===== config.mk =====
export PLATFORM = sky130hd
export DESIGN_NAME = bcs_top
export DESIGN_NICKNAME = d
export VERILOG_FILES = /design/src/include/bcs_pkg.sv /design/src/bcs_top.sv
export SDC_FILE = /design/constraint.sdc
export NUM_CORES = 1
export LEC_CHECK = 0
export ABC_CLOCK_PERIOD_IN_PS = 7200
export BUFFER_PORTS_ARGS = -buffer_cell sky130_fd_sc_hd__buf_4
export CORE_MARGIN = 5
export CORE_UTILIZATION = 50
export DETAILED_ROUTE_END_ITERATION = 10
export PLACE_DENSITY = 0.7
export SETUP_SLACK_MARGIN = 0.1
export SLEW_MARGIN = 20
export SYNTH_ARGS = -nofsm -noshare
export SYNTH_HDL_FRONTEND = slang
export SYNTH_SLANG_ARGS = --single-unit

===== constraint.sdc =====
create_clock -name aclk -period 7.2 [get_ports aclk]
set_clock_uncertainty 0.1 [all_clocks]
set_input_delay 0.36 -clock aclk [delete_from_list [all_inputs] [get_ports aclk]]
set_output_delay 0.36 -clock aclk [all_outputs]
set_load 0.1 [all_outputs]

===== src/include/bcs_pkg.sv =====
// constants and types shared by the battery charge sequencer
package bcs_pkg;
    // timing base
    localparam int CLK_NS              = 20;
    localparam int TICK_US             = 100;
    localparam int TICK_CYCLES         = TICK_US * 1000 / CLK_NS;
    localparam int HOUR_MS             = 3_600_000;
    localparam int HOUR_TICKS          = HOUR_MS * (1000 / TICK_US);
    localparam int TRICKLE_LIMIT_MIN   = 30;
    localparam int TRICKLE_TICKS       = TRICKLE_LIMIT_MIN * (HOUR_TICKS / 60);
    localparam int DEBOUNCE_US         = 2500;
    localparam int DEBOUNCE_TICKS      = DEBOUNCE_US / TICK_US;
    localparam int SAMPLE_PERIOD_MS    = 150;
    localparam int SAMPLE_PERIOD_TICKS = SAMPLE_PERIOD_MS * 1000 / TICK_US;
    localparam int SAMPLE_WINDOW_US    = 150;
    localparam int SAMPLE_WINDOW_TICKS = (SAMPLE_WINDOW_US + TICK_US - 1) / TICK_US;

    // register map (byte addresses)
    localparam logic [3:0] CTRL_ADDR   = 4'h0;
    localparam logic [3:0] STATUS_ADDR = 4'h4;
    localparam int         CTRL_W      = 11;
    localparam int         STATUS_W    = 7;

    // axi responses
    localparam logic [1:0] RESP_OKAY   = 2'h0;
    localparam logic [1:0] RESP_SLVERR = 2'h2;

    // thermistor status codes
    localparam logic [1:0] THERM_OK   = 2'h0;
    localparam logic [1:0] THERM_HOT  = 2'h1;
    localparam logic [1:0] THERM_COLD = 2'h2;
    localparam logic [1:0] THERM_CRIT = 2'h3;

    typedef enum logic [2:0] {
        ST_PRECHARGE,
        ST_CONST_CURRENT,
        ST_CONST_VOLTAGE,
        ST_TERMINATED,
        ST_PAUSED,
        ST_BAD_BATTERY,
        ST_DISABLED
    } bcs_state_type;

    // control register fields, msb first
    typedef struct packed {
        logic       cond_enable;
        logic       charge_disable;
        logic [2:0] timer_hours_m1;
        logic [1:0] cx_select;
        logic       float_select;
        logic [2:0] charge_level;
    } bcs_ctrl_type;

    localparam bcs_ctrl_type CTRL_RESET = 11'h0C0;

    // status register fields, msb first
    typedef struct packed {
        logic       cond_load;
        logic [1:0] therm_code;
        logic       full_capacity;
        logic [2:0] state;
    } bcs_status_type;

    // analog comparator outputs
    typedef struct packed {
        logic below_trickle;
        logic at_float;
        logic below_recharge;
        logic full_capacity;
        logic batt_at_cond_floor;
        logic temp_hot;
        logic temp_cold;
        logic temp_crit_hot;
        logic temp_below_release;
        logic temp_below_cond_off;
    } bcs_comp_type;

    // latched thermistor sample
    typedef struct packed {
        logic hot;
        logic cold;
        logic crit_hot;
        logic below_release;
        logic below_cond_off;
    } bcs_therm_type;
endpackage


===== src/bcs_top.sv =====
// battery charge sequencer with axi4-lite register port
//
// Behaviour
// - below trickle threshold at cycle start, charge at one fifth current (trickle mode)
// - trickle lasting over half an hour terminates into bad battery status
// - above trickle threshold, move to full constant-current phase
// - three-bit level selects servo 500mV to 1.2V in 100mV steps, reset 500mV
// - float select picks 4.100V or 4.200V, default 4.100V
// - two-bit full-capacity threshold select; comparator result readable as status
// - safety timer starts when battery reaches float voltage
// - timer expiry stops charging and enters terminated state
// - safety timer one to eight hours in hour steps, default four
// - terminated stays off, recharges when battery drops below recharge threshold
// - running timer resets to zero when battery drops below recharge threshold
// - below-recharge condition must persist over 2.5ms before acting
// - supply lockout cycling or brief register disable restarts cycle and timer
// - pause charging while hot or cold comparator says out of range
// - in constant-voltage phase, freeze timer while temperature invalid
// - critically hot thermistor reported as its own status code
// - thermistor sensed continuously when enabled, short window every 150ms otherwise
// - thermistor status updated every tick when enabled, otherwise only at end of each sample window
// - conditioner load on when enabled and critical hot; off at 3.9V or 58C
// - after hot pause resume only below the lower release temperature
// - conditioner works regardless of power, termination or register disable
`timescale 1ns/100ps
module bcs_top
#(
    parameter int TICK_CYCLES_P   = bcs_pkg::TICK_CYCLES,
    parameter int HOUR_TICKS_P    = bcs_pkg::HOUR_TICKS,
    parameter int TRICKLE_TICKS_P = bcs_pkg::TRICKLE_TICKS
)
(
    // clock and reset
    input  wire logic                 aclk,
    input  wire logic                 aresetn,
    // axi4-lite write
    input  wire logic [3:0]           awaddr,
    input  wire logic                 awvalid,
    output logic                      awready,
    input  wire logic [31:0]          wdata,
    input  wire logic [3:0]           wstrb,
    input  wire logic                 wvalid,
    output logic                      wready,
    output logic [1:0]                bresp,
    output logic                      bvalid,
    input  wire logic                 bready,
    // axi4-lite read
    input  wire logic [3:0]           araddr,
    input  wire logic                 arvalid,
    output logic                      arready,
    output logic [31:0]               rdata,
    output logic [1:0]                rresp,
    output logic                      rvalid,
    input  wire logic                 rready,
    // analog side
    input  wire bcs_pkg::bcs_comp_type comp_in,
    input  wire logic                 input_undervoltage_lockout,
    output logic                      charge_on,
    output logic                      trickle_mode,
    output logic [2:0]                charge_servo_level,
    output logic                      float_select,
    output logic [1:0]                cx_select,
    output logic                      thermistor_sample,
    output logic                      cond_load_on
);
    import bcs_pkg::*;

    localparam int TW = $clog2(TICK_CYCLES_P + 1);

    ////////////////////////////////////////////////////////////////////////////
    // input synchronisers
    bcs_comp_type  comp_meta;
    bcs_comp_type  comp;
    logic          input_undervoltage_lockout_meta;
    logic          input_undervoltage_lockout_ok;

    always_ff @(posedge aclk)
    begin
        if (!aresetn)
        begin
            comp_meta <= '0;
            comp      <= '0;
            input_undervoltage_lockout_meta <= 1'b0;
            input_undervoltage_lockout_ok   <= 1'b0;
        end
        else
        begin
            comp_meta <= comp_in;
            comp      <= comp_meta;
            input_undervoltage_lockout_meta <= input_undervoltage_lockout;
            input_undervoltage_lockout_ok   <= input_undervoltage_lockout_meta;
        end
    end

    ////////////////////////////////////////////////////////////////////////////
    // prescaler tick
    logic [TW-1:0] tick_cnt;
    logic          tick;
    wire           tick_wrap = tick_cnt == TW'(TICK_CYCLES_P - 1);

    always_ff @(posedge aclk)
    begin
        if (!aresetn)
        begin
            tick_cnt <= '0;
            tick     <= 1'b0;
        end
        else
        begin
            tick_cnt <= tick_wrap ? '0 : tick_cnt + TW'(1);
            tick     <= tick_wrap;
        end
    end

    ////////////////////////////////////////////////////////////////////////////
    // registers
    bcs_ctrl_type   ctrl;
    bcs_state_type  state;
    bcs_state_type  next_state;
    bcs_state_type  ret_state;
    logic [31:0]    timer;
    logic [31:0]    next_timer;
    bcs_therm_type  therm;
    logic           hot_hold;

    wire charge_en = input_undervoltage_lockout_ok && !ctrl.charge_disable;
    wire pause_req = hot_hold || therm.hot || therm.cold;
    wire [31:0] timer_limit = (32'(ctrl.timer_hours_m1) + 32'd1) * 32'(HOUR_TICKS_P);
    wire [1:0] therm_code = therm.crit_hot ? THERM_CRIT :
                            therm.hot      ? THERM_HOT  :
                            therm.cold     ? THERM_COLD : THERM_OK;

    ////////////////////////////////////////////////////////////////////////////
    // recharge debounce
    logic [7:0] rchg_cnt;
    logic       rchg_ok;
    logic       rchg_ok_d;
    wire        rchg_evt = rchg_ok && !rchg_ok_d;

    always_ff @(posedge aclk)
    begin
        if (!aresetn)
        begin
            rchg_cnt  <= '0;
            rchg_ok   <= 1'b0;
            rchg_ok_d <= 1'b0;
        end
        else
        begin
            if (!comp.below_recharge)
                rchg_cnt <= '0;
            else if (tick && !rchg_ok)
                rchg_cnt <= rchg_cnt + 8'd1;
            rchg_ok   <= comp.below_recharge && rchg_cnt > 8'(DEBOUNCE_TICKS);
            rchg_ok_d <= rchg_ok;
        end
    end

    ////////////////////////////////////////////////////////////////////////////
    // thermistor sampling
    logic [10:0] samp_cnt;
    wire         samp_wrap = samp_cnt == 11'(SAMPLE_PERIOD_TICKS - 1);
    wire         in_window = samp_cnt < 11'(SAMPLE_WINDOW_TICKS);
    wire         therm_upd = tick && (charge_en ||
                             samp_cnt == 11'(SAMPLE_WINDOW_TICKS - 1));

    always_ff @(posedge aclk)
    begin
        if (!aresetn)
        begin
            samp_cnt          <= '0;
            therm             <= '0;
            hot_hold          <= 1'b0;
            thermistor_sample <= 1'b0;
        end
        else
        begin
            if (tick)
                samp_cnt <= samp_wrap ? '0 : samp_cnt + 11'd1;
            thermistor_sample <= charge_en || in_window;
            if (therm_upd)
            begin
                therm <= {comp.temp_hot, comp.temp_cold, comp.temp_crit_hot,
                          comp.temp_below_release, comp.temp_below_cond_off};
            end
            if (therm.hot)
                hot_hold <= 1'b1;
            else if (therm.below_release)
                hot_hold <= 1'b0;
        end
    end

    ////////////////////////////////////////////////////////////////////////////
    // charge state machine
    always_comb
    begin
        next_state = state;
        if (!charge_en)
            next_state = ST_DISABLED;
        else
        begin
            unique case (state)
                ST_DISABLED:      next_state = ST_PRECHARGE;
                ST_PRECHARGE:
                    if (pause_req)
                        next_state = ST_PAUSED;
                    else if (timer >= 32'(TRICKLE_TICKS_P))
                        next_state = ST_BAD_BATTERY;
                    else if (!comp.below_trickle)
                        next_state = ST_CONST_CURRENT;
                ST_CONST_CURRENT:
                    if (pause_req)
                        next_state = ST_PAUSED;
                    else if (comp.at_float)
                        next_state = ST_CONST_VOLTAGE;
                ST_CONST_VOLTAGE:
                    if (pause_req)
                        next_state = ST_PAUSED;
                    else if (timer >= timer_limit)
                        next_state = ST_TERMINATED;
                ST_PAUSED:
                    if (!pause_req)
                        next_state = ret_state;
                ST_TERMINATED:
                    if (rchg_ok)
                        next_state = ST_PRECHARGE;
                ST_BAD_BATTERY:   next_state = ST_BAD_BATTERY;
            endcase
        end
    end

    wire pause_edge = state == ST_PAUSED || next_state == ST_PAUSED;

    always_comb
    begin
        next_timer = timer;
        if (state != next_state && !pause_edge)
            next_timer = '0;
        else if (state == ST_CONST_VOLTAGE && rchg_evt)
            next_timer = '0;
        else if (tick && (state == ST_PRECHARGE || state == ST_CONST_VOLTAGE))
            next_timer = timer + 32'd1;
    end

    always_ff @(posedge aclk)
    begin
        if (!aresetn)
        begin
            state     <= ST_DISABLED;
            ret_state <= ST_PRECHARGE;
            timer     <= '0;
        end
        else
        begin
            state <= next_state;
            timer <= next_timer;
            if (next_state == ST_PAUSED && state != ST_PAUSED)
                ret_state <= state;
        end
    end

    ////////////////////////////////////////////////////////////////////////////
    // conditioner and analog controls
    wire cond_off = comp.batt_at_cond_floor || therm.below_cond_off;

    always_ff @(posedge aclk)
    begin
        if (!aresetn)
        begin
            cond_load_on       <= 1'b0;
            charge_on          <= 1'b0;
            trickle_mode       <= 1'b0;
            charge_servo_level <= '0;
            float_select       <= 1'b0;
            cx_select          <= '0;
        end
        else
        begin
            if (!ctrl.cond_enable || cond_off)
                cond_load_on <= 1'b0;
            else if (therm.crit_hot)
                cond_load_on <= 1'b1;
            charge_on <= state == ST_PRECHARGE || state == ST_CONST_CURRENT ||
                         state == ST_CONST_VOLTAGE;
            trickle_mode       <= state == ST_PRECHARGE;
            charge_servo_level <= ctrl.charge_level;
            float_select       <= ctrl.float_select;
            cx_select          <= ctrl.cx_select;
        end
    end

    ////////////////////////////////////////////////////////////////////////////
    // axi4-lite slave
    logic         aw_full;
    logic         w_full;
    logic [3:0]   wr_addr;
    logic [31:0]  wr_data;
    logic [3:0]   wr_strb;
    bcs_ctrl_type next_ctrl;
    bcs_status_type status;

    wire aw_take     = awvalid && awready;
    wire w_take      = wvalid && wready;
    wire ar_take     = arvalid && arready;
    wire do_write    = aw_full && w_full && !bvalid;
    wire next_aw     = aw_take || (aw_full && !do_write);
    wire next_w      = w_take || (w_full && !do_write);
    wire next_bvalid = do_write || (bvalid && !bready);
    wire next_rvalid = ar_take || (rvalid && !rready);
    wire wr_ctrl     = wr_addr == CTRL_ADDR;
    wire wr_known    = wr_ctrl || wr_addr == STATUS_ADDR;
    wire rd_known    = araddr == CTRL_ADDR || araddr == STATUS_ADDR;

    genvar gi;
    generate
        for (gi = 0; gi < CTRL_W; gi++)
        begin : g_strb
            assign next_ctrl[gi] = wr_strb[gi / 8] ? wr_data[gi] : ctrl[gi];
        end
    endgenerate

    assign status = {cond_load_on, therm_code, comp.full_capacity, state};

    always_ff @(posedge aclk)
    begin
        if (!aresetn)
        begin
            ctrl    <= CTRL_RESET;
            aw_full <= 1'b0;
            w_full  <= 1'b0;
            wr_addr <= '0;
            wr_data <= '0;
            wr_strb <= '0;
            awready <= 1'b0;
            wready  <= 1'b0;
            bvalid  <= 1'b0;
            bresp   <= RESP_OKAY;
            arready <= 1'b0;
            rvalid  <= 1'b0;
            rdata   <= '0;
            rresp   <= RESP_OKAY;
        end
        else
        begin
            aw_full <= next_aw;
            w_full  <= next_w;
            awready <= !next_aw && !next_bvalid;
            wready  <= !next_w && !next_bvalid;
            bvalid  <= next_bvalid;
            arready <= !next_rvalid;
            rvalid  <= next_rvalid;
            if (aw_take)
                wr_addr <= {awaddr[3:2], 2'b00};
            if (w_take)
            begin
                wr_data <= wdata;
                wr_strb <= wstrb;
            end
            if (do_write)
            begin
                bresp <= wr_known ? RESP_OKAY : RESP_SLVERR;
                if (wr_ctrl)
                    ctrl <= next_ctrl;
            end
            if (ar_take)
            begin
                rresp <= rd_known ? RESP_OKAY : RESP_SLVERR;
                rdata <= araddr[3:2] == CTRL_ADDR[3:2]   ? {21'h0, ctrl} :
                         araddr[3:2] == STATUS_ADDR[3:2] ? {25'h0, status} : 32'h0000_0000;
            end
        end
    end
endmodule


* Word level (Yosys, flattened, before mapping)
Cells that the tools add are included.
Operators by class: muxes and demuxes 21, $add $sub $neg 5, multiply operators 1, equal/unequal tests 15, shifts and indexed selects 0, div/mod/pow operators 0, order comparisons 4, bitwise operators 1, reduce and logical (&&, ||, !) cells 60
Operator list (number):
- adder 32 x 1 -> 32 bit, second input constant | 1
- >= comparator 32 x 25 -> 1 bit, second input constant | 1
- >= comparator 32 x 30 -> 1 bit | 1
- two-way mux 3 bit | 10
- multiplier 4 x 18 -> 22 bit, second input constant | 1
- two-way mux 11 bit | 2
- one-hot mux 3 bit (7 select lines) | 1
- logical AND 1 bit | 20
- logical OR 1 bit | 16
- adder 13 x 1 -> 13 bit, second input constant | 1
- == test 13 bit, second input constant | 1
- logical NOT 1 bit | 13
- == test 3 bit, second input constant | 4
- adder 11 x 1 -> 11 bit, second input constant | 1
- == test 11 x 1 -> 1 bit, second input constant | 1
- == test 11 bit, second input constant | 1
- < comparator 11 x 2 -> 1 bit, second input constant | 1
- two-way mux 2 bit | 5
- adder 8 x 1 -> 8 bit, second input constant | 1
- > comparator 8 x 5 -> 1 bit, second input constant | 1
- logical NOT 4 bit | 2
- two-way mux 7 bit | 1
- == test 3 x 2 -> 1 bit, second input constant | 2
- AND reduction 3 bit | 2
- other kinds (14) | 17
Storage, ports and cells: memories kept 0, bits in writable memories 0, output and inout port bits 51, bits in latches 0, logic and storage cells 171, flip-flop bits (word level) 180, bits in read-only memories 0

* Longest topological paths before layout
word-level depth 12, gate-level depth with buffers 24

* Worst setup path after synthesis
Ideal clock, no wire load.
path kind register to register, start reg ctrl[6] (netlist bit), end reg ret_state[1], arrival time 4.810 ns, path buffers 2, path slack 2.174 ns, clock period less this slack 5.026 ns, stages on the path, launching flop included 23, library setup time 0.116 ns, required time 6.984 ns, path through dfxtp_1 clkbuf_1 inv_1 ha_1 inv_1 ha_1 ha_1 clkbuf_1 xnor2_1 ha_1 inv_1 nor3_1 o211ai_1 a21oi_1 xnor2_1 ha_1 nand4_1 nor2_1 a221o_1 o311a_1 o31ai_2 nand3_1 a31o_2
On the way: cells in the longest elaborated chain, start to end 9
RTL lines:
- start, declared | line bcs_top.sv:117 | bcs_ctrl_type ctrl;
- start signal, assigned | line bcs_top.sv:363 | ctrl <= next_ctrl;
- adder 3 x 1 -> 4 bit | line bcs_top.sv:128 | wire [31:0] timer_limit = (32'(ctrl.timer_hours_m1) + 32'd1) * 32'(HOUR_TICKS_P);
- multiplier 4 x 18 -> 22 bit | line bcs_top.sv:128
- >= comparator 32 x 30 -> 1 bit | line bcs_top.sv:219 | else if (timer >= timer_limit)
- two-way mux 3 bit | line bcs_top.sv:219
- two-way mux 3 bit | line bcs_top.sv:217 | if (pause_req)
- one-hot mux 3 bit (7 select lines) | line bcs_top.sv:202 | unique case (state)
- two-way mux 3 bit | line bcs_top.sv:198 | if (!charge_en)
- == test 3 bit | line bcs_top.sv:257 | if (next_state == ST_PAUSED && state != ST_PAUSED)
- logical AND 1 bit | line bcs_top.sv:257
- end signal, assigned | line bcs_top.sv:258 | ret_state <= state;
- end, declared | line bcs_top.sv:120 | bcs_state_type ret_state;
Every way passes these cells. A chain may end at the register's enable or synchronous reset.

* Final worst setup path
start reg ctrl[6] (netlist bit), end reg timer[8]
On the way: cells in the longest elaborated chain, start to end 12
RTL lines:
- adder 3 x 1 -> 4 bit (*) | line bcs_top.sv:128
- multiplier 4 x 18 -> 22 bit (*) | line bcs_top.sv:128
- >= comparator 32 x 30 -> 1 bit (*) | line bcs_top.sv:219
- two-way mux 3 bit (*) | line bcs_top.sv:219
- two-way mux 3 bit (*) | line bcs_top.sv:217
- one-hot mux 3 bit (7 select lines) (*) | line bcs_top.sv:202
- two-way mux 3 bit (*) | line bcs_top.sv:198
- == test 3 bit | line bcs_top.sv:232 | wire pause_edge = state == ST_PAUSED || next_state == ST_PAUSED;
- logical OR 1 bit | line bcs_top.sv:232
- logical NOT 1 bit | line bcs_top.sv:237 | if (state != next_state && !pause_edge)
- logical AND 1 bit (*) | line bcs_top.sv:237
- OR reduction 3 bit (no line) (*)
- end signal, assigned | line bcs_top.sv:256 | timer <= next_timer;
- end, declared | line bcs_top.sv:121 | logic [31:0] timer;
Mark *: on every way between the ends. The rest lies on a longest branch, timed or not.

==> run_results.csv <==
group,metric,value,unit
yosys,async_reset_ff_share,0,%
setup_path,worst-path-buf-inv,4,
floorplan,die_area,18100,um^2
place,place_congestion,0.821,
clock_tree,cts_buffer_depth,2,
drt,vias,6205,
yosys,synth.avg_cell_area,8.60,um^2
finish,nets,1051,
setup_path,cpMostUsedCell,"ha_1",
setup_path,rr_worst_depth,21,
clock_tree,cts_made_buffers,17,
setup_path,critPathArrivalTime,6.17,ns
timing,fin_hold_ws,0.0222,ns
grt,grt_pass1_wl,28.7,mm
setup_path,slowest_delay,0.62,ns
yosys,yosys_warnings,0,
yosys,syn_inst,899,
pwr,p_total,1.99,mW
floorplan,start_util,50.9,%
finish,antenna-diode-count,0,
drt,wl_met1,7.97,mm
setup_path,path_depth,21,
place,dp.cells,1121,
timing,drv_slew,0,
worst_hold_path,holdCritPathClass,"input pin to flip-flop",
finish,final_common_cell,"dfxtp_1",
floorplan,core-area,15200,um^2
setup_path,cp.required,7.44,ns
drt,met2WireLength,7.80,mm
clock_tree,clk_latency,0.44,ns
grt,grt_max_degree,56,
finish,area_growth,15.1,%
drt,wl_per_cell,14.5,um
pwr,p_leak,3.70,nW
yosys,synth_area_leaders,"dfxtp_1 41%, ha_1 6.0%, nand2_1 5.5%, xnor2_1 4.3%, nor2_1 4.3%",
drt,drc_errors,0,
setup_path,crit_chain,"inv_1 > ha_1 > inv_1 > ha_1 > ha_1 > xnor2_1 > ha_1 > inv_1 > nor3_1 > o211ai_1 > a21oi_1 > xnor2_1 > ha_1 > nand4_1 > nor2_1 > a221o_1 > o311a_1 > o31ai_2 > o21ai_4 > buf_4 > o31ai_1",
clock_tree,cts.sinks,157,
yosys,ys_seq_area_share,40.6,%
clock_tree,cts-root-buf,"clkbuf_16",
yosys,synth_area_leader_cell,"dfxtp_1",
status,outcome,"complete, no violations",
clock_tree,cts_tree,"yes",
finish,finalNonFillerCells,1153,
floorplan,die_height,134,um
drt,drt-initial-drc-count,369,
setup_path,slowest_stage,"dfxtp_1",
pwr,powerDensity,224,nW/um^2
finish,drive_above_1_share,15.8,%
floorplan,row_count,45,
yosys,synth_edf_count,0,
timing,fin_crit_sh,82.3,%
floorplan,ios,113,
timing,final_hold_viol_count,0,
drt,detail-route-antenna-nets,0,
grt,grt_use_total,19.4,%
yosys,synth.distinct_cells,62,
timing,finalSetupTns,0,ns
worst_hold_path,holdPathStages,2,
timing,worst_pin_slew,0.750,ns
grt,grt-ovfl-total,0,
job,cap_violations,0,
timing,rsz0062_at_grt,"no",
clock_tree,cts_setup_buffers,0,
setup_path,cp-end-kind,"flip-flop",
place,port-buffer-count,64,
finish,final_area,8900,um^2
drt,viasPerCell,5.38,
setup_path,critPathKind,"flip-flop to flip-flop",
clock_tree,h-tree-depth,4,
grt,antenna_found_initial,0,
drt,first_pass_iters,5,
timing,fmax,0.169,GHz
place,placed_area,8260,um^2
setup_path,worst-path-max-fanout,18,
floorplan,fp.dieW,134,um
yosys,syn_area,7730,um^2
drt,dr_wl_met3,667,um
drt,top_layer_used,"met4",
grt,grt_pass1_vias,5967,
pwr,vdd_drop_max,207,uV
drt,wirelength,16.7,mm
yosys,synth_ff_type,"dfxtp_1",
clock_tree,path_clk_slew,0.07,ns
timing,relSlewSlack,50.0,%
finish,final_cell_mix,"157 x dfxtp_1, 113 x nand2_1, 88 x nor2_1",
yosys,synth_seq_cells,157,
setup_path,worstSetupStartpointType,"flip-flop",
timing,setup_viol,0,
timing,period_minus_slack,5.92,ns
setup_path,path_delay_family,"compound AO/OA/AOI/OAI gates",
clock_tree,cts_resized,0,
place,hpwl,11.6,mm
clock_tree,hold_buffers,0,
yosys,synth_top_area_share,40.6,%
-- stage by stage --
step | setup slack [ns] | utilization [%]
after floorplan | 2.17 | -
after global placement | 1.37 | 54.4
after detailed placement | 1.32 | 54.4
after CTS | 1.26 | 58.5
after global routing | 0.789 | 58.5
final | 1.28 | 58.5
-- layer usage --
| metal | up-vias | GRT usage, % |
|---|---|---|
| met3 | 19 | 4.13 |
| met1 | 2898 | 26.6 |
| met5 | - | 0 |
| met2 | 115 | 30.4 |
| li1 | 3173 | - |
| met4 | 0 | 6.56 |
-- cell usage after synthesis (2+ instances only) --
cell type / instances
and4_1: 7
a31o_2: 3
o21ai_0: 13
xor2_1: 32
nor3_1: 22
nand2_1: 113
buf_4: 24
nor2_1: 88
a21o_1: 4
buf_1: 3
buf_6: 3
nand3b_1: 3
o311a_1: 2
nand3_1: 61
and2_1: 32
mux2i_1: 14
ha_1: 37
dfxtp_1: 157
nor3_2: 2
a22oi_1: 9
and3_1: 12
or3_1: 2
o21ai_2: 31
a21oi_1: 47
nor3b_1: 3
buf_2: 2
o211ai_1: 4
nor4_1: 11
a2111oi_0: 3
xnor2_1: 38
nand4_1: 18
nor2b_1: 5
inv_1: 24
clkbuf_1: 26
or3b_2: 2
nand2b_1: 7
or4_1: 3
o31ai_1: 3
a211oi_1: 3
mux2_2: 4
-- flip-flops by register name (all words and copies together), names as in the netlist, 2 cells and up --
register            count
timer                  32
tick_cnt               13
rdata                  11
comp                   10
cx_select               2
charge_servo_level      3
ret_state               3
wr_data                11
therm                   5
ctrl                   11
comp_meta              10
wr_strb                 2
state                   3
samp_cnt               11
rchg_cnt                8
wr_addr                 2
-- path summary, 6_finish.rpt --
path	to	slack [ns]	start
worst min register to register	cond_load_on	0.33	therm[0]
worst max-delay path	timer[8]	1.28	ctrl[6]
worst max register to register	timer[8]	1.28	ctrl[6]
worst min-delay path	comp_meta[4]	0.02	comp_in[4]
-- kinds of logic (layout without fill, tap and decap cells) --
| logic type | count (synthesis) | count (layout) | share of synthesized area (%) |
|---|---|---|---|
| other | 1 | 23 | 0.0485 |
| adder cells (fa/ha/maj) | 37 | 37 | 5.99 |
| AND/OR/NAND/NOR | 400 | 400 | 25.5 |
| flip-flops | 157 | 157 | 40.6 |
| XOR/XNOR | 70 | 70 | 7.93 |
| buffers and inverters | 83 | 127 | 5.52 |
| AO/OA/AOI/OAI | 133 | 133 | 12.0 |
| multiplexers | 18 | 18 | 2.39 |
-- where the power goes --
part	internal (mW)	total, mW	switching (mW)	leakage (nW)
Clock	0.509	0.936	0.427	0.309
Combinational	0.0349	0.165	0.130	2.12
Sequential	0.884	0.893	0.00932	1.27
-- worst register-to-register path, cell delays in order, from the launching register on --
cell,delay [ns]
dfxtp_1,0.62
inv_1,0.24
ha_1,0.50
inv_1,0.08
ha_1,0.20
ha_1,0.46
xnor2_1,0.16
ha_1,0.19
inv_1,0.06
nor3_1,0.21
o211ai_1,0.11
a21oi_1,0.29
xnor2_1,0.16
ha_1,0.26
nand4_1,0.12
nor2_1,0.06
a221o_1,0.30
o311a_1,0.38
o31ai_2,0.44
o21ai_4,0.29
buf_4,0.33
o31ai_1,0.27
-- area by class of cell --
type	instances	area (um^2)
clock buffer	17	425
clock inverter	15	210
fill	1354	6300
inverter	25	93.8
multi-input combinational	681	4270
sequential	157	3140
tap	188	235
timing repair buffer	70	526
Power figures use the tool's default switching activity.
